[config.mk]
export PLATFORM = sky130hd
export DESIGN_NAME = ddo_dimming_out
export DESIGN_NICKNAME = d
export VERILOG_FILES = /design/src/shared/ddo_pkg.sv /design/src/hw/ddo_dimming_out.sv /design/src/hw/ddo_pwm_ch.sv
export VERILOG_INCLUDE_DIRS = /design/src /design/src/shared
export SDC_FILE = /design/constraint.sdc
export NUM_CORES = 1
export LEC_CHECK = 0
export ABC_AREA = 1
export BUFFER_PORTS_ARGS = -buffer_cell sky130_fd_sc_hd__buf_2
export CAP_MARGIN = 20
export CORE_MARGIN = 2
export CORE_UTILIZATION = 45
export DETAILED_ROUTE_END_ITERATION = 10
export HOLD_SLACK_MARGIN = 0.15
export PLACE_DENSITY = 0.67
export SYNTH_ARGS = -nofsm -noshare
export SYNTH_HDL_FRONTEND = slang
export SYNTH_SLANG_ARGS = --single-unit
[constraint.sdc]
create_clock -name clk_sys -period 2.4 [get_ports clk_sys]
set_input_delay 0 -clock clk_sys [delete_from_list [all_inputs] [get_ports clk_sys]]
set_output_delay 0 -clock clk_sys [all_outputs]
set_load 0.02 [all_outputs]
[src/shared/ddo_cfg.svh]
// Constants for the daylight dimming output block
`ifndef DDO_CFG_SVH
`define DDO_CFG_SVH
`define DDO_CLK_HZ 25000000
`define DDO_PWM_HZ 888
// Rounded to nearest so the period lands closest to the nominal rate
`define DDO_PWM_PERIOD ((`DDO_CLK_HZ + `DDO_PWM_HZ * 2048) / (`DDO_PWM_HZ * 4096))
`define DDO_RESET_MS 100
`define DDO_RESET_CYC (`DDO_CLK_HZ / 1000 * `DDO_RESET_MS)
`define DDO_SYNC_IDLE_CYC (`DDO_RESET_CYC / 4)
`define DDO_PHASE_2 12'h555
`define DDO_PHASE_3 12'hAAA
`define DDO_DUTY_W 12
`define DDO_LVL_W 10
`define DDO_LUX_W 16
`endif

[src/shared/ddo_pkg.sv]
// Types for the daylight dimming output block
package ddo_pkg;
    typedef enum logic [2:0] {
        DDO_ST_STRAP = 3'h1,
        DDO_ST_RUN = 3'h2,
        DDO_ST_RESET = 3'h4
    } ddo_state_type;
    typedef struct packed {
        logic out_1;
        logic out_2;
        logic out_3;
    } ddo_pwm_type;
    typedef struct packed {
        logic analog_mode;
        logic [11:0] analog_level;
        logic sync_active;
    } ddo_stat_type;
endpackage

[src/hw/ddo_dimming_out.sv]
// Dimming output controller with pwm, sync, reset and sensor buffering
`timescale 1ns/1ps
`default_nettype none
`include "ddo_cfg.svh"
// Overview of operation
// - All timing comes from one on-chip master clock.
// - Dimming input is 10-bit; zero means full dimming, maximum none.
// - Level comes from the analog pin or from network commands.
// - Supply level chooses internal or external input scaling.
// - Pwm outputs have 12-bit duty and 888 Hz period.
// - Three pwm outputs share frequency, edges offset from each other.
// - Primary output is analog level or pwm, 0 to 100 percent.
// - Second and third outputs are pwm tracking the primary level.
// - Strap picks mode: 0 analog primary, 1 pwm primary.
// - Pwm periods can align to an external sync pulse train.
// - Sync pin left open disables sync, outputs free-run.
// - Sync pin low over 100 ms resets the device.
// - Progress indicator is on while programming runs.
// - 16-bit sensor result moves through a double buffer.
// - Auxiliary input senses scaled analog or digital levels.
module ddo_dimming_out #(
    parameter int RESET_CYC = `DDO_RESET_CYC,
    parameter int SYNC_IDLE_CYC = `DDO_SYNC_IDLE_CYC
) (
    input wire logic clk_sys,
    input wire logic rst_n,
    input wire logic [9:0] dim_level_input,
    input wire logic hv_supply_high,
    input wire logic cmd_level_valid,
    input wire logic [9:0] cmd_level,
    input wire logic cmd_select,
    input wire logic mode_strap,
    input wire logic sync_or_reset_pin,
    input wire logic prog_active,
    input wire logic [15:0] lux_result,
    input wire logic lux_done,
    input wire logic lux_read,
    input wire logic aux_digital_mode,
    input wire logic [9:0] aux_level,
    input wire logic aux_pin,
    output ddo_pkg::ddo_pwm_type pwm_out,
    output ddo_pkg::ddo_stat_type status,
    output logic [9:0] input_scaled,
    output logic scale_external,
    output logic progress_indicator,
    output logic [15:0] lux_data,
    output logic aux_state,
    output logic device_reset
);
    typedef struct packed {
        ddo_pkg::ddo_state_type state;
        logic mode;
        logic [11:0] count;
        logic [4:0] pre;
        logic [9:0] cmd_lvl;
        logic cmd_sel;
        logic [9:0] lvl;
        logic scale_ext;
        logic [11:0] duty;
        logic sync_d;
        logic sync_en;
        logic [31:0] low_cnt;
        logic [31:0] idle_cnt;
        logic dev_rst;
        logic led;
        logic [15:0] lux_hold;
        logic lux_pend;
        logic [15:0] lux_out;
        logic aux;
    } ddo_state_vec_type;

    localparam logic [4:0] PRE_MAX = 5'(`DDO_PWM_PERIOD - 1);
    ddo_state_vec_type st_r;
    ddo_state_vec_type st_nxt;
    ddo_pkg::ddo_pwm_type pwm_w;
    logic tick;
    logic pwm1_en;

    assign tick = (st_r.pre == PRE_MAX); // Divider enable
    assign pwm1_en = st_r.mode && (st_r.state == ddo_pkg::DDO_ST_RUN);

    // Next state of the whole block
    always_comb begin
        st_nxt = st_r;
        case (st_r.state)
            ddo_pkg::DDO_ST_STRAP: begin
                st_nxt.mode = mode_strap;
                st_nxt.state = ddo_pkg::DDO_ST_RUN;
            end
            ddo_pkg::DDO_ST_RUN: begin
                if (st_r.low_cnt >= 32'(RESET_CYC)) begin
                    st_nxt.state = ddo_pkg::DDO_ST_RESET;
                end
            end
            ddo_pkg::DDO_ST_RESET: begin
                // Hold reset until the pin is released
                if (sync_or_reset_pin) begin
                    st_nxt = '0;
                    st_nxt.state = ddo_pkg::DDO_ST_STRAP;
                end
            end
            default: st_nxt.state = ddo_pkg::DDO_ST_STRAP;
        endcase
        st_nxt.dev_rst = (st_nxt.state == ddo_pkg::DDO_ST_RESET);

        // Level source: latched command or analog pin
        if (cmd_level_valid) begin
            st_nxt.cmd_lvl = cmd_level;
        end
        st_nxt.cmd_sel = cmd_select;
        st_nxt.lvl = st_r.cmd_sel ? st_r.cmd_lvl : dim_level_input;
        // Zero code is full dimming, so duty scales upward
        st_nxt.duty = {st_r.lvl, st_r.lvl[9:8]};
        st_nxt.scale_ext = !hv_supply_high;

        // Pwm counter, 4096 steps per period
        st_nxt.pre = tick ? 5'h00 : st_r.pre + 5'h01;
        if (tick) begin
            st_nxt.count = st_r.count + 12'h001;
        end

        // Sync: falling pin edge restarts the period once sync is enabled; the first edge only enables it
        st_nxt.sync_d = sync_or_reset_pin;
        if (!sync_or_reset_pin) begin
            st_nxt.low_cnt = st_r.low_cnt + 32'h1;
        end else begin
            st_nxt.low_cnt = '0;
        end
        // Open pin floats high; no edges for a while means no sync
        if (st_r.sync_d && !sync_or_reset_pin) begin
            st_nxt.idle_cnt = '0;
            st_nxt.sync_en = 1'b1;
            if (st_r.sync_en) begin
                st_nxt.count = 12'h000;
                st_nxt.pre = 5'h00;
            end
        end else if (st_r.idle_cnt >= 32'(SYNC_IDLE_CYC)) begin
            st_nxt.sync_en = 1'b0;
        end else begin
            st_nxt.idle_cnt = st_r.idle_cnt + 32'h1;
        end

        st_nxt.led = prog_active;

        // Double buffer: hold then publish when no read in progress
        if (lux_done) begin
            st_nxt.lux_hold = lux_result;
            st_nxt.lux_pend = 1'b1;
        end
        if (st_r.lux_pend && !lux_read) begin
            st_nxt.lux_out = st_r.lux_hold;
            st_nxt.lux_pend = lux_done;
        end

        // Aux: digital pin or threshold at mid scale
        st_nxt.aux = aux_digital_mode ? aux_pin : aux_level[9];
    end

    always_ff @(posedge clk_sys or negedge rst_n) begin
        if (!rst_n) begin
            st_r <= '0;
            st_r.state <= ddo_pkg::DDO_ST_STRAP;
        end else begin
            st_r <= st_nxt;
        end
    end

    // Three channels with staggered phase
    ddo_pwm_ch #(.PHASE(12'h000)) u_ch1 (
        .clk_sys(clk_sys),
        .rst_n(rst_n),
        .count(st_r.count),
        .duty(st_r.duty),
        .enable(pwm1_en),
        .pwm(pwm_w.out_1)
    );
    ddo_pwm_ch #(.PHASE(`DDO_PHASE_2)) u_ch2 (
        .clk_sys(clk_sys),
        .rst_n(rst_n),
        .count(st_r.count),
        .duty(st_r.duty),
        .enable(st_r.state == ddo_pkg::DDO_ST_RUN),
        .pwm(pwm_w.out_2)
    );
    ddo_pwm_ch #(.PHASE(`DDO_PHASE_3)) u_ch3 (
        .clk_sys(clk_sys),
        .rst_n(rst_n),
        .count(st_r.count),
        .duty(st_r.duty),
        .enable(st_r.state == ddo_pkg::DDO_ST_RUN),
        .pwm(pwm_w.out_3)
    );

    // Outputs straight from flip-flops, except analog_mode, which is the inverted mode bit
    assign pwm_out = pwm_w;
    assign status = '{analog_mode: !st_r.mode, analog_level: st_r.duty,
                      sync_active: st_r.sync_en};
    assign input_scaled = st_r.lvl;
    assign scale_external = st_r.scale_ext;
    assign progress_indicator = st_r.led;
    assign lux_data = st_r.lux_out;
    assign aux_state = st_r.aux;
    assign device_reset = st_r.dev_rst;
endmodule
`default_nettype wire

[src/hw/ddo_pwm_ch.sv]
// One pwm channel comparing a shifted phase against duty
`timescale 1ns/1ps
`default_nettype none
`include "ddo_cfg.svh"
module ddo_pwm_ch #(
    parameter logic [11:0] PHASE = 12'h000
) (
    input wire logic clk_sys,
    input wire logic rst_n,
    input wire logic [11:0] count,
    input wire logic [11:0] duty,
    input wire logic enable,
    output logic pwm
);
    typedef struct packed {
        logic pwm;
    } ddo_ch_state_type;
    ddo_ch_state_type st_r;
    ddo_ch_state_type st_nxt;
    logic [11:0] shifted;

    // Shifted phase staggers the rising edges of the channels
    always_comb begin
        shifted = count + PHASE;
        st_nxt = st_r;
        if (!enable) begin
            st_nxt.pwm = 1'b0;
        end else if (duty == 12'hFFF) begin
            st_nxt.pwm = 1'b1; // Full on, 100 percent
        end else begin
            st_nxt.pwm = (shifted < duty);
        end
    end

    always_ff @(posedge clk_sys or negedge rst_n) begin
        if (!rst_n) begin
            st_r <= '0;
        end else begin
            st_r <= st_nxt;
        end
    end
    assign pwm = st_r.pwm;
endmodule
`default_nettype wire

# == After elaboration in Yosys (flattened, before gate mapping) ==
# Index checks and enable logic that the tools add are counted.
# word_totals
register_bits,160
latch_bits,0
mem_bits_rw,0
romBits,0
in_bits,58
wordCells,92
mem_count,0
# op_classes
n_addsub,6
multipliers,0
div,0
n_lt_le_gt_ge,5
eq_ne,9
n_shift,0
muxes,25
n_bitwise,0
n_reduce_logical,25
# op_table
op,n
157-bit 2-to-1 mux,1
153-bit 2-to-1 mux,1
32-bit 2-to-1 mux,3
17-bit 2-to-1 mux,4
32-bit by 1-bit adder with 32-bit output (second input constant),2
12-bit less-than comparator,3
32-bit by 20-bit greater-or-equal comparator with 1-bit output (second input constant),1
32-bit by 22-bit greater-or-equal comparator with 1-bit output (second input constant),1
10-bit 2-to-1 mux,2
2-bit AND reduction,7
2-bit nonzero test,7
12-bit by 1-bit adder with 12-bit output (second input constant),1
12-bit by 11-bit adder with 12-bit output (second input constant),1
12-bit adder (second input constant),1
12-bit == test (second input constant),1
12-bit 2-to-1 mux,1
3-bit nonzero test,4
1-bit 2-to-1 mux,9
3-bit case mux with 3 select lines,1
3-bit == test (second input constant),2
5-bit by 1-bit adder with 5-bit output (second input constant),1
5-bit by 3-bit == test with 1-bit output (second input constant),1
5-bit 2-to-1 mux,1
1-bit zero test,4
8 further kinds,10

# == Logic depth before layout (Yosys ltp) ==
# Gate-level depths: netlist of the first run.
# logic_depth
depth_word,5
mapped_depth,16
depth_no_buf,16

# == By module ==
# From an unflattened synthesis of the first run, not the netlist that was laid out.
# unflattened
hier_cells,1313
hier_area_um2,9688.0
# by_module_without_submodules
mod,instances,cells_per_inst,area_each_um2,seq_area_each_um2
ddo_dimming_out,1,985,7923.8,3880.0
ddo_pwm_ch (u_ch3),1,133,711.9,25.0
ddo_pwm_ch (u_ch2),1,127,661.9,25.0
ddo_pwm_ch (u_ch1),1,68,390.4,25.0

# == Worst setup path after synthesis of the first run ==
# Ideal clock, no wire load.
# synth_timing
path_kind,register -> register
from,reg st_r[143] (netlist bit)
to,reg u_ch3.st_r (netlist: u_ch3.pwm)
setup_time_ns,0.122
arrival_time_ns,2.163
required_ns,2.278
setup_slack_ns,0.114
stages_incl_launch_ff,16
path_buffers,0
cell_sequence,dfrtp_1 -> ha_1 -> o21ai_0 -> nand2_1 -> nand2_1 -> nand2_1 -> nand2_1 -> nand2_1 -> nand3_1 -> nand2_1 -> ha_1 -> nand2_1 -> nor4_1 -> nand2_1 -> nand2_1 -> a21oi_1
# synth_between
elab_chain_len,4
# synth_lines
element,line,source
from (decl),ddo_dimming_out.sv:73,ddo_state_vec_type st_r;
from (signal assigned),ddo_dimming_out.sv:164,st_r <= st_nxt;
12-bit adder,ddo_pwm_ch.sv:24,shifted = count + PHASE;
12-bit less-than comparator,ddo_pwm_ch.sv:31,st_nxt.pwm = (shifted < duty);
1-bit 2-to-1 mux,ddo_pwm_ch.sv:28,end else if (duty == 12'hFFF) begin
1-bit 2-to-1 mux,ddo_pwm_ch.sv:26,if (!enable) begin
net u_ch3.st_nxt,ddo_pwm_ch.sv:19,ddo_ch_state_type st_nxt;
to (signal assigned),ddo_pwm_ch.sv:39,st_r <= st_nxt;
to (decl),ddo_pwm_ch.sv:18,ddo_ch_state_type st_r;
# The timed path passes the listed nets, and every way through them passes these cells.
# A chain may end at the register's enable or synchronous reset.

# == Worst setup path in the final report of the first run ==
# layout_timing
from,reg st_r[142] (netlist bit)
to,reg u_ch3.st_r (netlist: u_ch3.pwm)
# The elaborated chain is that of the path after synthesis.

==> summary.md, run 1 <==
| Metric | Value |
|---|---|
| Clock share of power | `0.372` |
| Synth Cell Area | `8960 um^2` |
| Die width | `145 um` |
| Skew final | `0.00980 ns` |
| CP cell instances | `ha_1 > o21ai_2 > nand2_1 > nand2_1 > nand2_1 > nand2_1 > nand2_1 > nand3_1 > nand2_1 > ha_1 > nand2_1 > nor4_2 > nand2_1 > nand2_1 > a21oi_2` |
| Vias per cell | `4.97` |
| Number of global-route vias before repair | `7772` |
| Clock Path Buffers | `2` |
| Most used cell, CP | `nand2_1` |
| Worst Max-Slew Pin Slew | `0.912 ns` |
| FF-to-FF setup slack | `0.12 ns` |
| Most common cell after layout, fill and taps aside | `nand2_1` |
| Sequential share of the synthesized area | `0.442` |
| Required @ worst endpoint | `2.72 ns` |
| RSZ-0062 raised after global routing | `yes` |
| Post-Route Utilization | `0.562` |
| Area delta synth->final | `22.6%` |
| Post-Route WL | `21400 um` |
| Hold WS | `0.132 ns` |
| GRT overflow | `0` |
| Chip height | `145 um` |
| PortBufs | `95` |
| Diode count | `0` |
| Die ar. | `21000 um^2` |
| Number of buffers created by CTS | `17` |
| Post-synthesis cell count | `1169` |
| Clock-pin slew on the worst setup and hold paths | `0.08 ns` |
| Min Tclk post-route | `2.28 ns` |
| Max Fanout on Critical Path | `3` |
| CP Class | `reg2reg` |
| Final Slew Violations | `0` |
| Cell family with most CP delay | `simple AND/OR/NAND/NOR gates` |
| Core area | `19500 um^2` |
| Type of origin of the critical path | `register` |
| Slowest-stage cell, CP | `dfrtp_1` |
| Drt pass-1 iters | `5` |
| Pleak | `5.45 nW` |
| HPWL after DPL | `14700 um` |
| Pwr dens | `696 nW/um^2` |
| Switch share | `0.321` |
| Synth cell types | `40` |
| Syn_nets | `1269` |
| Largest stage delay, worst path | `0.40 ns` |
| Critical path capture point type | `register` |
| Antenna-violating nets left | `0` |
| Crit share post-route | `0.950` |
| Remaining DRCs | `0` |
| CP arrival | `2.60 ns` |
| Synth warn | `0` |
| Slew HR | `0.390` |
| Worst Path Buf+Inv | `0` |
| Register share of total power | `0.409` |
| Layout cells sized above 1 | `0.144` |
| F_max | `0.438 GHz` |
| Clock Latency Late Sink | `0.43 ns` |
| Worst min-delay path class | `in2async` |
| P_sw | `2.46 mW` |
| MaxCap Viol Count | `0` |
| Pin count of the biggest net entering global routing | `63` |
| DR WL/cell | `13.4 um` |
| Clock root cell | `clkbuf_16` |
| Via count | `7928` |
| Initial Utilization | `0.459` |
| Clk sinks | `158` |
| Cell row count | `51` |
| Final setup viols | `0` |
| Global router's overall resource usage | `0.210` |
| H-tree levels | `4` |
| Status | `finished, final reports clean` |
| Initial antenna violation count | `0` |
| Fin nets | `1417` |
| Internal Power | `5.19 mW` |
| IO Count | `105` |
| VDD IR max | `0.542 mV` |
| RePlAce Congestion | `0.914` |
| Commonest non-fill, non-tap cells in the layout | `289 x nand2_1, 156 x dfrtp_1, 147 x inv_1, 147 x nor2_1, 94 x buf_2` |
| Hold Fails Final Rpt | `0` |
| Combinational power share | `0.219` |
| TritonCTS clock tree | `yes` |
| Syn_area_per_cell | `7.66 um^2` |
| First-pass GRT wire length | `36400 um` |
| Yosys reg bits | `158` |
| Overall Power | `7.65 mW` |
| DR iter-0 viols | `483` |
==> power by group through the flow <==
| stage | combinational, mW | clock (mW) | sequential (mW) |
|---|---|---|---|
| 6_report | 1.67 | 2.85 | 3.13 |
| 5_1_grt | 1.87 | 3.00 | 3.16 |
| 4_1_cts | 1.61 | 2.89 | 3.12 |
| 3_5_place_dp | 1.49 | 0 | 3.17 |
| 3_3_place_gp | 1.45 | 0 | 3.17 |
| 2_1_floorplan | 1.10 | 0 | 3.15 |
==> cell usage after synthesis, drive strengths merged <==
master / n / share of area
nand2: 295 / 0.13
dfrtp: 157 / 0.44
inv: 154 / 0.065
nor2: 153 / 0.067
nand3: 81 / 0.047
o21ai: 76 / 0.043
buf: 54 / 0.042
a21oi: 49 / 0.027
ha: 42 / 0.059
xor2: 27 / 0.026
nor3: 18 / 0.012
clkbuf: 16 / 0.0067
nand4: 13 / 0.0091
xnor2: 12 / 0.012
nor3b: 3 / 0.0025
nor4: 3 / 0.0021
a211oi: 2 / 0.0017
nand3b: 2 / 0.0017
o21a: 2 / 0.0017
o31ai: 2 / 0.0017
or2: 2 / 0.0014
a21o: 1 / 0.00084
dfstp: 1 / 0.0029
mux2: 1 / 0.0013
o211ai: 1 / 0.00084
o21bai: 1 / 0.00084
o22ai: 1 / 0.00070
==> path summary, 6_finish.rpt <==
path                                  from        end  depth (start not counted)
max in group asynchronous            rst_n   st_r[69]                          3
setup / recovery                 st_r[142]  u_ch3.pwm                         15
hold reg to reg            input_scaled[5]  status[8]                          0
min in group clk_sys       cmd_level_valid  st_r[126]                          3
setup reg to reg                 st_r[142]  u_ch3.pwm                         15
hold / removal                       rst_n   st_r[44]                          2
==> routing by layer <==
layer | GRT usage | routed length (um) | vias to the layer above | share of wire
li1 | - | - | 3950 | -
met1 | 0.271 | 9460 | 3724 | 0.44
met2 | 0.350 | 10300 | 199 | 0.48
met3 | 0.0406 | 937 | 55 | 0.044
met4 | 0.0809 | 655 | 0 | 0.031
met5 | 0 | 0 | - | 0
==> metrics by stage <==
stage / instance area (um^2) / setup WS, ns / instances / TNS (ns)
floorplan: 8960 / 0.114 / 1169 / 0
global route: 11000 / -0.0305 / 1595 / -0.0574
CTS: 10900 / 0.0587 / 1592 / 0
detailed placement: 9530 / 0.0801 / 1484 / 0
finish: 11000 / 0.119 / 1595 / 0
global placement: 9530 / 0.135 / 1484 / 0
==> flip-flops by register name, summed over array words and instances (netlist names) <==
register / flops
st_r: 114
lux_data: 16
status: 11
input_scaled: 10
aux_state: 1
device_reset: 1
progress_indicator: 1
scale_external: 1
u_ch1.pwm: 1
u_ch2.pwm: 1
u_ch3.pwm: 1
==> layout make-up <==
| class | instances | area (um^2) |
|---|---|---|
| fillers | 1781 | 8540 |
| well taps | 265 | 332 |
| inverters | 154 | 578 |
| repair buffers | 199 | 1470 |
| clock inverters | 15 | 190 |
| clock buffers | 17 | 425 |
| multi-input cells | 787 | 4030 |
| flip-flops and latches | 158 | 3960 |
==> logic make-up (layout without fill, tap and decap cells) <==
family | Yosys count | in the layout | synth area share
simple gates | 570 | 570 | 0.269
compound gates | 135 | 135 | 0.0785
flops | 158 | 158 | 0.442
mux | 1 | 1 | 0.00126
xor+xnor | 39 | 39 | 0.0381
buf+inv | 224 | 385 | 0.113
fa+ha+maj | 42 | 42 | 0.0587
==> what timing repair did <==
action,4_1_cts,5_1_grt
endpoints found under the setup margin,0,2
resized for setup,0,18
hold buffers,76,0
hold endpoints to repair,240,0
setup buffers,0,3
Power figures use the tool's default switching activity.
==> run 2: changes to the inputs <==
--- a/config.mk
+++ b/config.mk
@@ -13,7 +13,8 @@
 export CORE_UTILIZATION = 45
 export DETAILED_ROUTE_END_ITERATION = 10
 export HOLD_SLACK_MARGIN = 0.15
-export PLACE_DENSITY = 0.67
+export PLACE_DENSITY = 0.66
 export SYNTH_ARGS = -nofsm -noshare
 export SYNTH_HDL_FRONTEND = slang
+export SYNTH_HIERARCHICAL = 1
 export SYNTH_SLANG_ARGS = --single-unit
==> summary.md, run 2 <==
| Metric | Value |
|---|---|
| Status | `finished, final reports clean (unchanged)` |
| GRT overflow | `0 (unchanged)` |
| Pwr dens | `627 nW/um^2 (was 696 nW/um^2)` |
| Syn_area_per_cell | `7.38 um^2 (was 7.66 um^2)` |
| Clock share of power | `0.363 (was 0.372)` |
| Area delta synth->final | `19.7% (was 22.6%)` |
| Clk sinks | `158 (unchanged)` |
| Count leader, synth | `nand2_1 (unchanged)` |
| Most used DFF post-synth | `dfrtp_1 (unchanged)` |
| VDD IR max | `0.543 mV (was 0.542 mV)` |
| Chip height | `151 um (was 145 um)` |
| First-pass GRT wire length | `39400 um (was 36400 um)` |
| Diode count | `0 (unchanged)` |
| HPWL after DPL | `16500 um (was 14700 um)` |
| Final Cell Area | `11600 um^2 (was 11000 um^2)` |
| Crit share post-route | `0.906 (was 0.950)` |
| Pin count of the biggest net entering global routing | `62 (was 63)` |
| Worst Max-Slew Pin Slew | `0.557 ns (was 0.912 ns)` |
| Global router's overall resource usage | `0.220 (was 0.210)` |
| Hold WS | `0.215 ns (was 0.132 ns)` |
| Placed cell areas | `10300 um^2 (was 9530 um^2)` |
| Type of origin of the critical path | `register (unchanged)` |
| Min Tclk post-route | `2.18 ns (was 2.28 ns)` |
| Skew final | `0.0109 ns (was 0.00980 ns)` |
| DR WL/cell | `13.5 um (was 13.4 um)` |
| Filler cell count | `1941 (was 1781)` |
| Cell row count | `53 (was 51)` |
| Commonest non-fill, non-tap cells in the layout | `334 x nand2_1, 212 x inv_1, 153 x dfrtp_1 (was 289 x nand2_1, 156 x dfrtp_1, 147 x inv_1, 147 x nor2_1, 94 x buf_2)` |
| Post-CTS setup buffer count | `0 (unchanged)` |
| Slew HR | `0.627 (was 0.390)` |
| Vias per cell | `4.91 (was 4.97)` |
| Switch share | `0.328 (was 0.321)` |
| H-tree levels | `4 (unchanged)` |
| Combinational power share | `0.203 (was 0.219)` |
| Number of buffers created by CTS | `17 (unchanged)` |
| IO Count | `105 (unchanged)` |
| Syn_nets | `1413 (was 1269)` |
| Clock Path Buffers | `2 (unchanged)` |
| Top cell type's share of synthesized area | `0.406 (was 0.439)` |
| MaxCap Viol Count | `0 (unchanged)` |
| Final setup viols | `0 (unchanged)` |
| Largest area contributor in the netlist | `dfrtp_1 (unchanged)` |
| Max Fanout on Critical Path | `5 (was 3)` |
| Fin nets | `1559 (was 1417)` |
| Post-synth EDFFs | `0 (unchanged)` |
| DR iter-0 viols | `631 (was 483)` |
| Clock root cell | `clkbuf_16 (unchanged)` |
| TritonCTS clock tree | `yes (unchanged)` |
| Register share of total power | `0.433 (was 0.409)` |
| Core area | `21100 um^2 (was 19500 um^2)` |
| Biggest register | `st_r (unchanged)` |
| Largest cells by area after synthesis | `dfrtp_1 41%, nand2_1 13%, inv_1 8.2% (was dfrtp_1 44%, nand2_1 12%, inv_1 6.2%)` |
| Pleak | `5.91 nW (was 5.45 nW)` |
| Final Slew Violations | `0 (unchanged)` |
| Antenna-violating nets left | `0 (unchanged)` |
| Most common cell after layout, fill and taps aside | `nand2_1 (unchanged)` |
| P_sw | `2.39 mW (was 2.46 mW)` |
| Internal Power | `4.89 mW (was 5.19 mW)` |
| Clock-pin slew on the worst setup and hold paths | `0.07 ns (was 0.08 ns)` |
| Clock Latency Late Sink | `0.43 ns (about the same)` |
| Initial Utilization | `0.459 (about the same)` |
| Post-Route Utilization | `0.550 (was 0.562)` |
| Number of global-route vias before repair | `8218 (was 7772)` |
| Remaining DRCs | `0 (unchanged)` |
| Via count | `8570 (was 7928)` |
| Commonest cells in the netlist | `334 x nand2_1, 212 x inv_1, 157 x dfrtp_1 (was 291 x nand2_1, 157 x dfrtp_1, 147 x inv_1, 147 x nor2_1, 79 x nand3_1)` |
| Post-synthesis cell count | `1313 (was 1169)` |
| Critical path capture point type | `register (unchanged)` |
| Hold Fails Final Rpt | `0 (unchanged)` |
| RePlAce Congestion | `0.856 (was 0.914)` |
| Hold Path Cell Cnt | `2` |
| Layout cells sized above 1 | `0.151 (was 0.144)` |
| Synth Cell Area | `9690 um^2 (was 8960 um^2)` |
| Max FFs per register | `114 (unchanged)` |
| Drt pass-1 iters | `6 (was 5)` |
| Fraction of registers with async set/reset | `1.00 (unchanged)` |
| CP Class | `reg2reg (unchanged)` |
| Sequential share of the synthesized area | `0.408 (was 0.442)` |
| Yosys reg bits | `158 (unchanged)` |
| Die width | `151 um (was 145 um)` |
| Required @ worst endpoint | `2.72 ns (about the same)` |
| PortBufs | `95 (unchanged)` |
| Initial antenna violation count | `0 (unchanged)` |
| Worst reg-to-reg path cell count | `15 (unchanged)` |
| F_max | `0.460 GHz (was 0.438 GHz)` |
| Synth cell types | `42 (was 40)` |
| CP arrival | `2.50 ns (was 2.60 ns)` |
| Overall Power | `7.27 mW (was 7.65 mW)` |
| Post-Route WL | `23600 um (was 21400 um)` |
| Synth warn | `6 (was 0)` |
| Die ar. | `22700 um^2 (was 21000 um^2)` |
| Worst min-delay path class | `in2reg (was in2async)` |
run 2: changes by cell type after synthesis, moves of 7 or more:
cell | before | now
a21oi_1 | 49 | 42
o21ai_0 | 73 | 57
nor2_1 | 147 | 138
nand3_1 | 79 | 108
nand2_1 | 291 | 334
nor3_1 | 16 | 29
xor2_1 | 27 | 18
nand2_2 | 3 | 14
inv_1 | 147 | 212
nor2_4 | 3 | 11
run 2: final timing paths:
kind / slack (ns) / endpoint / startpoint
min in group asynchronous: 0.66 / st_r[154] / rst_n
max in group asynchronous: 1.36 / st_r[148] / rst_n
setup reg to reg: 0.22 / u_ch3/pwm / st_r[143]
setup / recovery: 0.22 / u_ch3/pwm / st_r[143]
hold reg to reg: 0.37 / status[8] / input_scaled[5]
hold / removal: 0.21 / progress_indicator / prog_active
run 2: per-layer routing:
metal	global-route usage	wire [um]	vias up
li1	-	-	4343
met3	0.0321	745	27
met4	0.0617	361	0
met5	0	0	-
met2	0.370	11300	184
met1	0.296	11200	4016
run 2: worst max-delay path, cell delays in order (launching register included):
cell and delay (ns):
dfrtp_1 0.43, ha_1 0.25, o21ai_2 0.19, nand2_1 0.09, nand2_2 0.08, o21bai_2 0.07, nand3_1 0.07, nand2_1 0.06
ha_1 0.29, nand2_1 0.07, nor2_1 0.15, nand2_1 0.06, nor2_1 0.08, nand2_1 0.05, nand2_1 0.06, a21oi_1 0.06
run 2: logic make-up (layout without fill, tap and decap cells):
family                     count (synthesis)  after routing  share of synthesized area
AOI/OAI and AO/OA                        119            119                     0.0657
xor gates and xnor gates                  25             25                     0.0226
adders and majority gates                 42             42                     0.0542
buffers and inverters                    287            446                      0.131
DFF                                      158            158                      0.408
muxes                                      1              1                    0.00116
and+or+nand+nor                          681            681                      0.317
run 2: timing repair:
item | CTS | global route
hold buffers | 74 | 0
hold endpoints to repair | 240 | 0
gates resized for setup | 0 | 5
setup endpoints to repair | 0 | 2
run 2: cell type report:
cell class	count	area (um^2)	share of cell area
well taps	275	344	0.0297
clock buffers	18	429	0.0370
flip-flops and latches	158	3960	0.341
multi-input cells	868	4470	0.385
clock inverters	14	141	0.0122
repair buffers	192	1430	0.123
inverters	222	833	0.0718
run 2: stage by stage:
step	worst slack, ns	instances	setup TNS (ns)
final	0.225	1747	0
after global routing	-0.00902	1747	-0.00902
after CTS	0.159	1747	0
after detailed placement	0.171	1641	0
after global placement	0.217	1641	0
after floorplan	0.310	1313	0
run 2: power by group through the flow:
stage	Clock [mW]	Sequential (mW)	Combinational, mW
finish	2.64	3.15	1.48
CTS	2.70	3.15	1.48
global route	2.81	3.19	1.69
floorplan	0	3.18	0.968
detailed placement	0	3.20	1.37
global placement	0	3.19	1.34
==> run 3: changes to the inputs <==
==> constraint.sdc (replaced) <==
create_clock -name clk_sys -period 2 [get_ports clk_sys]
set_input_delay 0 -clock clk_sys [delete_from_list [all_inputs] [get_ports clk_sys]]
set_output_delay 0 -clock clk_sys [all_outputs]
set_load 0.02 [all_outputs]
==> summary.md, run 3 (synthesis results as in run 2) <==
| Metric | Value |
|---|---|
| HPWL after DPL | `16700 um (was 16500 um)` |
| PortBufs | `95 (unchanged)` |
| Slowest-stage cell, CP | `dfrtp_2 (was dfrtp_1)` |
| Cell row count | `53 (unchanged)` |
| Status | `complete, but fails checks (was finished, final reports clean)` |
| CP cell instances | `ha_4 > nor2_4 > o21ai_4 > nand2_1 > nand2_2 > nand2_2 > xor2_1 > ha_1 > nand2_2 > nor2_2 > nand2_1 > nor2_1 > nand2_1 > nand2_1 > a21oi_2 (was ha_1 > o21ai_2 > nand2_1 > nand2_2 > o21bai_2 > nand3_1 > nand2_1 > ha_1 > nand2_1 > nor2_1 > nand2_1 > nor2_1 > nand2_1 > nand2_1 > a21oi_1)` |
| DR iter-0 viols | `548 (was 631)` |
| Required @ worst endpoint | `2.32 ns (was 2.72 ns)` |
| Antenna-violating nets left | `0 (unchanged)` |
| Initial Utilization | `0.459 (unchanged)` |
| Register area | `3970 um^2 (was 3960 um^2)` |
| Hold Path Cell Cnt | `2 (unchanged)` |
| Clk sinks | `158 (unchanged)` |
| Cell family with most CP delay | `simple AND/OR/NAND/NOR gates (unchanged)` |
| Worst reg-to-reg path cell count | `15 (unchanged)` |
| Fin nets | `1597 (was 1559)` |
| Worst path depth | `15 (unchanged)` |
| Pwr dens | `758 nW/um^2 (was 627 nW/um^2)` |
| Slew HR | `0.549 (was 0.627)` |
| Max Fanout on Critical Path | `5 (unchanged)` |
| Initial antenna violation count | `0 (unchanged)` |
| Min setup slack post-route | `-0.0941 ns (was 0.225 ns)` |
| Pleak | `6.12 nW (was 5.91 nW)` |
| Most used cell, CP | `nand2_1 (unchanged)` |
| DR WL/cell | `13.4 um (was 13.5 um)` |
| Worst min-delay path class | `in2reg (unchanged)` |
| Layout cells sized above 1 | `0.189 (was 0.151)` |
| Area delta synth->final | `24.2% (was 19.7%)` |
| Post-Route WL | `24000 um (was 23600 um)` |
| VDD IR max | `0.600 mV (was 0.543 mV)` |
| Clock root cell | `clkbuf_16 (unchanged)` |
| IO Count | `105 (unchanged)` |
| Remaining DRCs | `0 (unchanged)` |
| Area of the multi-input gates | `4560 um^2 (was 4470 um^2)` |
| Crit share post-route | `1.05 (was 0.906)` |
| Worst Max-Slew Pin Slew | `0.677 ns (was 0.557 ns)` |
| Drt pass-1 iters | `6 (unchanged)` |
| Placed Cells | `1672 (was 1641)` |
| Chip height | `151 um (unchanged)` |
| Most common cell after layout, fill and taps aside | `nand2_1 (unchanged)` |
| Pin count of the biggest net entering global routing | `66 (was 62)` |
| Die width | `151 um (unchanged)` |
| Largest stage delay, worst path | `0.43 ns (about the same)` |
| Worst Path Buf+Inv | `0 (unchanged)` |
| Hold Fails Final Rpt | `0 (unchanged)` |
| Via count | `8680 (was 8570)` |
| Die ar. | `22700 um^2 (unchanged)` |
| Clock Latency Late Sink | `0.44 ns (was 0.43 ns)` |
| Fin Setup TNS | `-0.137 ns (was 0 ns)` |
| CP Class | `reg2reg (unchanged)` |
| H-tree levels | `4 (unchanged)` |
| Global router's overall resource usage | `0.219 (was 0.220)` |
| Number of buffers created by CTS | `17 (unchanged)` |
| Dpl ws | `-0.130 ns (was 0.171 ns)` |
| TritonCTS clock tree | `yes (unchanged)` |
| Core area | `21100 um^2 (unchanged)` |
| Number of global-route vias before repair | `8086 (was 8218)` |
| GRT overflow | `0 (unchanged)` |
| Clock Path Buffers | `2 (unchanged)` |
| Failing checks | `negative setup slack` |
| Filler cell count | `1957 (was 1941)` |
| Biggest register | `st_r (unchanged)` |
| F_max | `0.478 GHz (was 0.460 GHz)` |
| Final Slew Violations | `0 (unchanged)` |
| RePlAce Congestion | `0.898 (was 0.856)` |
| RSZ-0062 raised after global routing | `yes` |
| MaxCap Viol Count | `0 (unchanged)` |
| Final setup viols | `2 (was 0)` |
| Commonest non-fill, non-tap cells in the layout | `324 x nand2_1, 212 x inv_1, 148 x dfrtp_1 (was 334 x nand2_1, 212 x inv_1, 153 x dfrtp_1)` |
| Min Tclk post-route | `2.09 ns (was 2.18 ns)` |
| Vias per cell | `4.86 (was 4.91)` |
| CP arrival | `2.42 ns (was 2.50 ns)` |
| Cell Count, Final, Fillers Out | `1785 (was 1747)` |
| Max FFs per register | `114 (unchanged)` |
| First-pass GRT wire length | `39300 um (was 39400 um)` |
| Clock-pin slew on the worst setup and hold paths | `0.07 ns (about the same)` |
| Critical path capture point type | `register (unchanged)` |
| Type of origin of the critical path | `register (unchanged)` |
| Skew final | `0.0136 ns (was 0.0109 ns)` |
| Diode count | `0 (unchanged)` |
## run 3: changes by cell type in the layout (fill, tap and decap cells not counted), sizes merged
| cell | change |
|---|---|
| buf | +38 |
| bufinv | +1 |
| clkbuf | -1 |
## run 3: layer usage
metal,global-route usage,vias up,share of wire
li1,-,4415,-
met1,0.302,4040,0.47
met2,0.360,190,0.48
met3,0.0352,35,0.036
met4,0.0607,0,0.018
met5,0,-,0
## run 3: stage by stage
| stage | cell area, um^2 | power [mW] | hold WS [ns] | util |
|---|---|---|---|---|
| after global routing | 12000 | 9.63 | 0.196 | 0.571 |
| after CTS | 11900 | 9.12 | 0.169 | 0.566 |
| final | 12000 | 9.12 | 0.201 | 0.571 |
| after floorplan | 9690 | 4.99 | -0.296 | - |
| after global placement | 10500 | 5.53 | -0.0619 | 0.498 |
| after detailed placement | 10500 | 5.59 | -0.0615 | 0.498 |
## run 3: path summary, 6_finish.rpt
check	startpoint	end	slack, ns
setup / recovery	st_r[142]	u_ch2/pwm	-0.09
hold / removal	cmd_select	st_r[125]	0.20
setup reg to reg	st_r[142]	u_ch2/pwm	-0.09
hold reg to reg	input_scaled[5]	status[8]	0.37
max in group asynchronous	rst_n	u_ch2/pwm	1.02
min in group asynchronous	rst_n	scale_external	0.63
## run 3: cell type report
type / count / share of cell area
multi-input cells: 868 / 0.379
flip-flops and latches: 158 / 0.330
repair buffers: 230 / 0.143
inverters: 222 / 0.0692
clock buffers: 17 / 0.0353
well taps: 275 / 0.0286
clock inverters: 15 / 0.0155
## run 3: what timing repair did
item                                    4_1_cts  5_1_grt
pin swaps                                     6       19
endpoints found under the setup margin        2        4
hold buffers                                 74        0
gates resized for setup                      10       23
setup buffers                                 4        3
hold endpoints to repair                    242        0
gates cloned                                  0        0
## run 3: report_power, final
part,total (mW),switching [mW],internal (mW)
sequential,3.78,0.281,3.50
clock,3.38,1.57,1.81
combinational,1.96,1.15,0.816
total,9.12,3.00,6.12
## run 3: worst register-to-register path, cell delays in order, from the launching register on
cell and delay, ns:
dfrtp_2 0.43, ha_4 0.17, nor2_4 0.04, o21ai_4 0.14, nand2_1 0.08, nand2_2 0.07, nand2_2 0.06, xor2_1 0.15
ha_1 0.28, nand2_2 0.06, nor2_2 0.12, nand2_1 0.08, nor2_1 0.10, nand2_1 0.06, nand2_1 0.08, a21oi_2 0.05
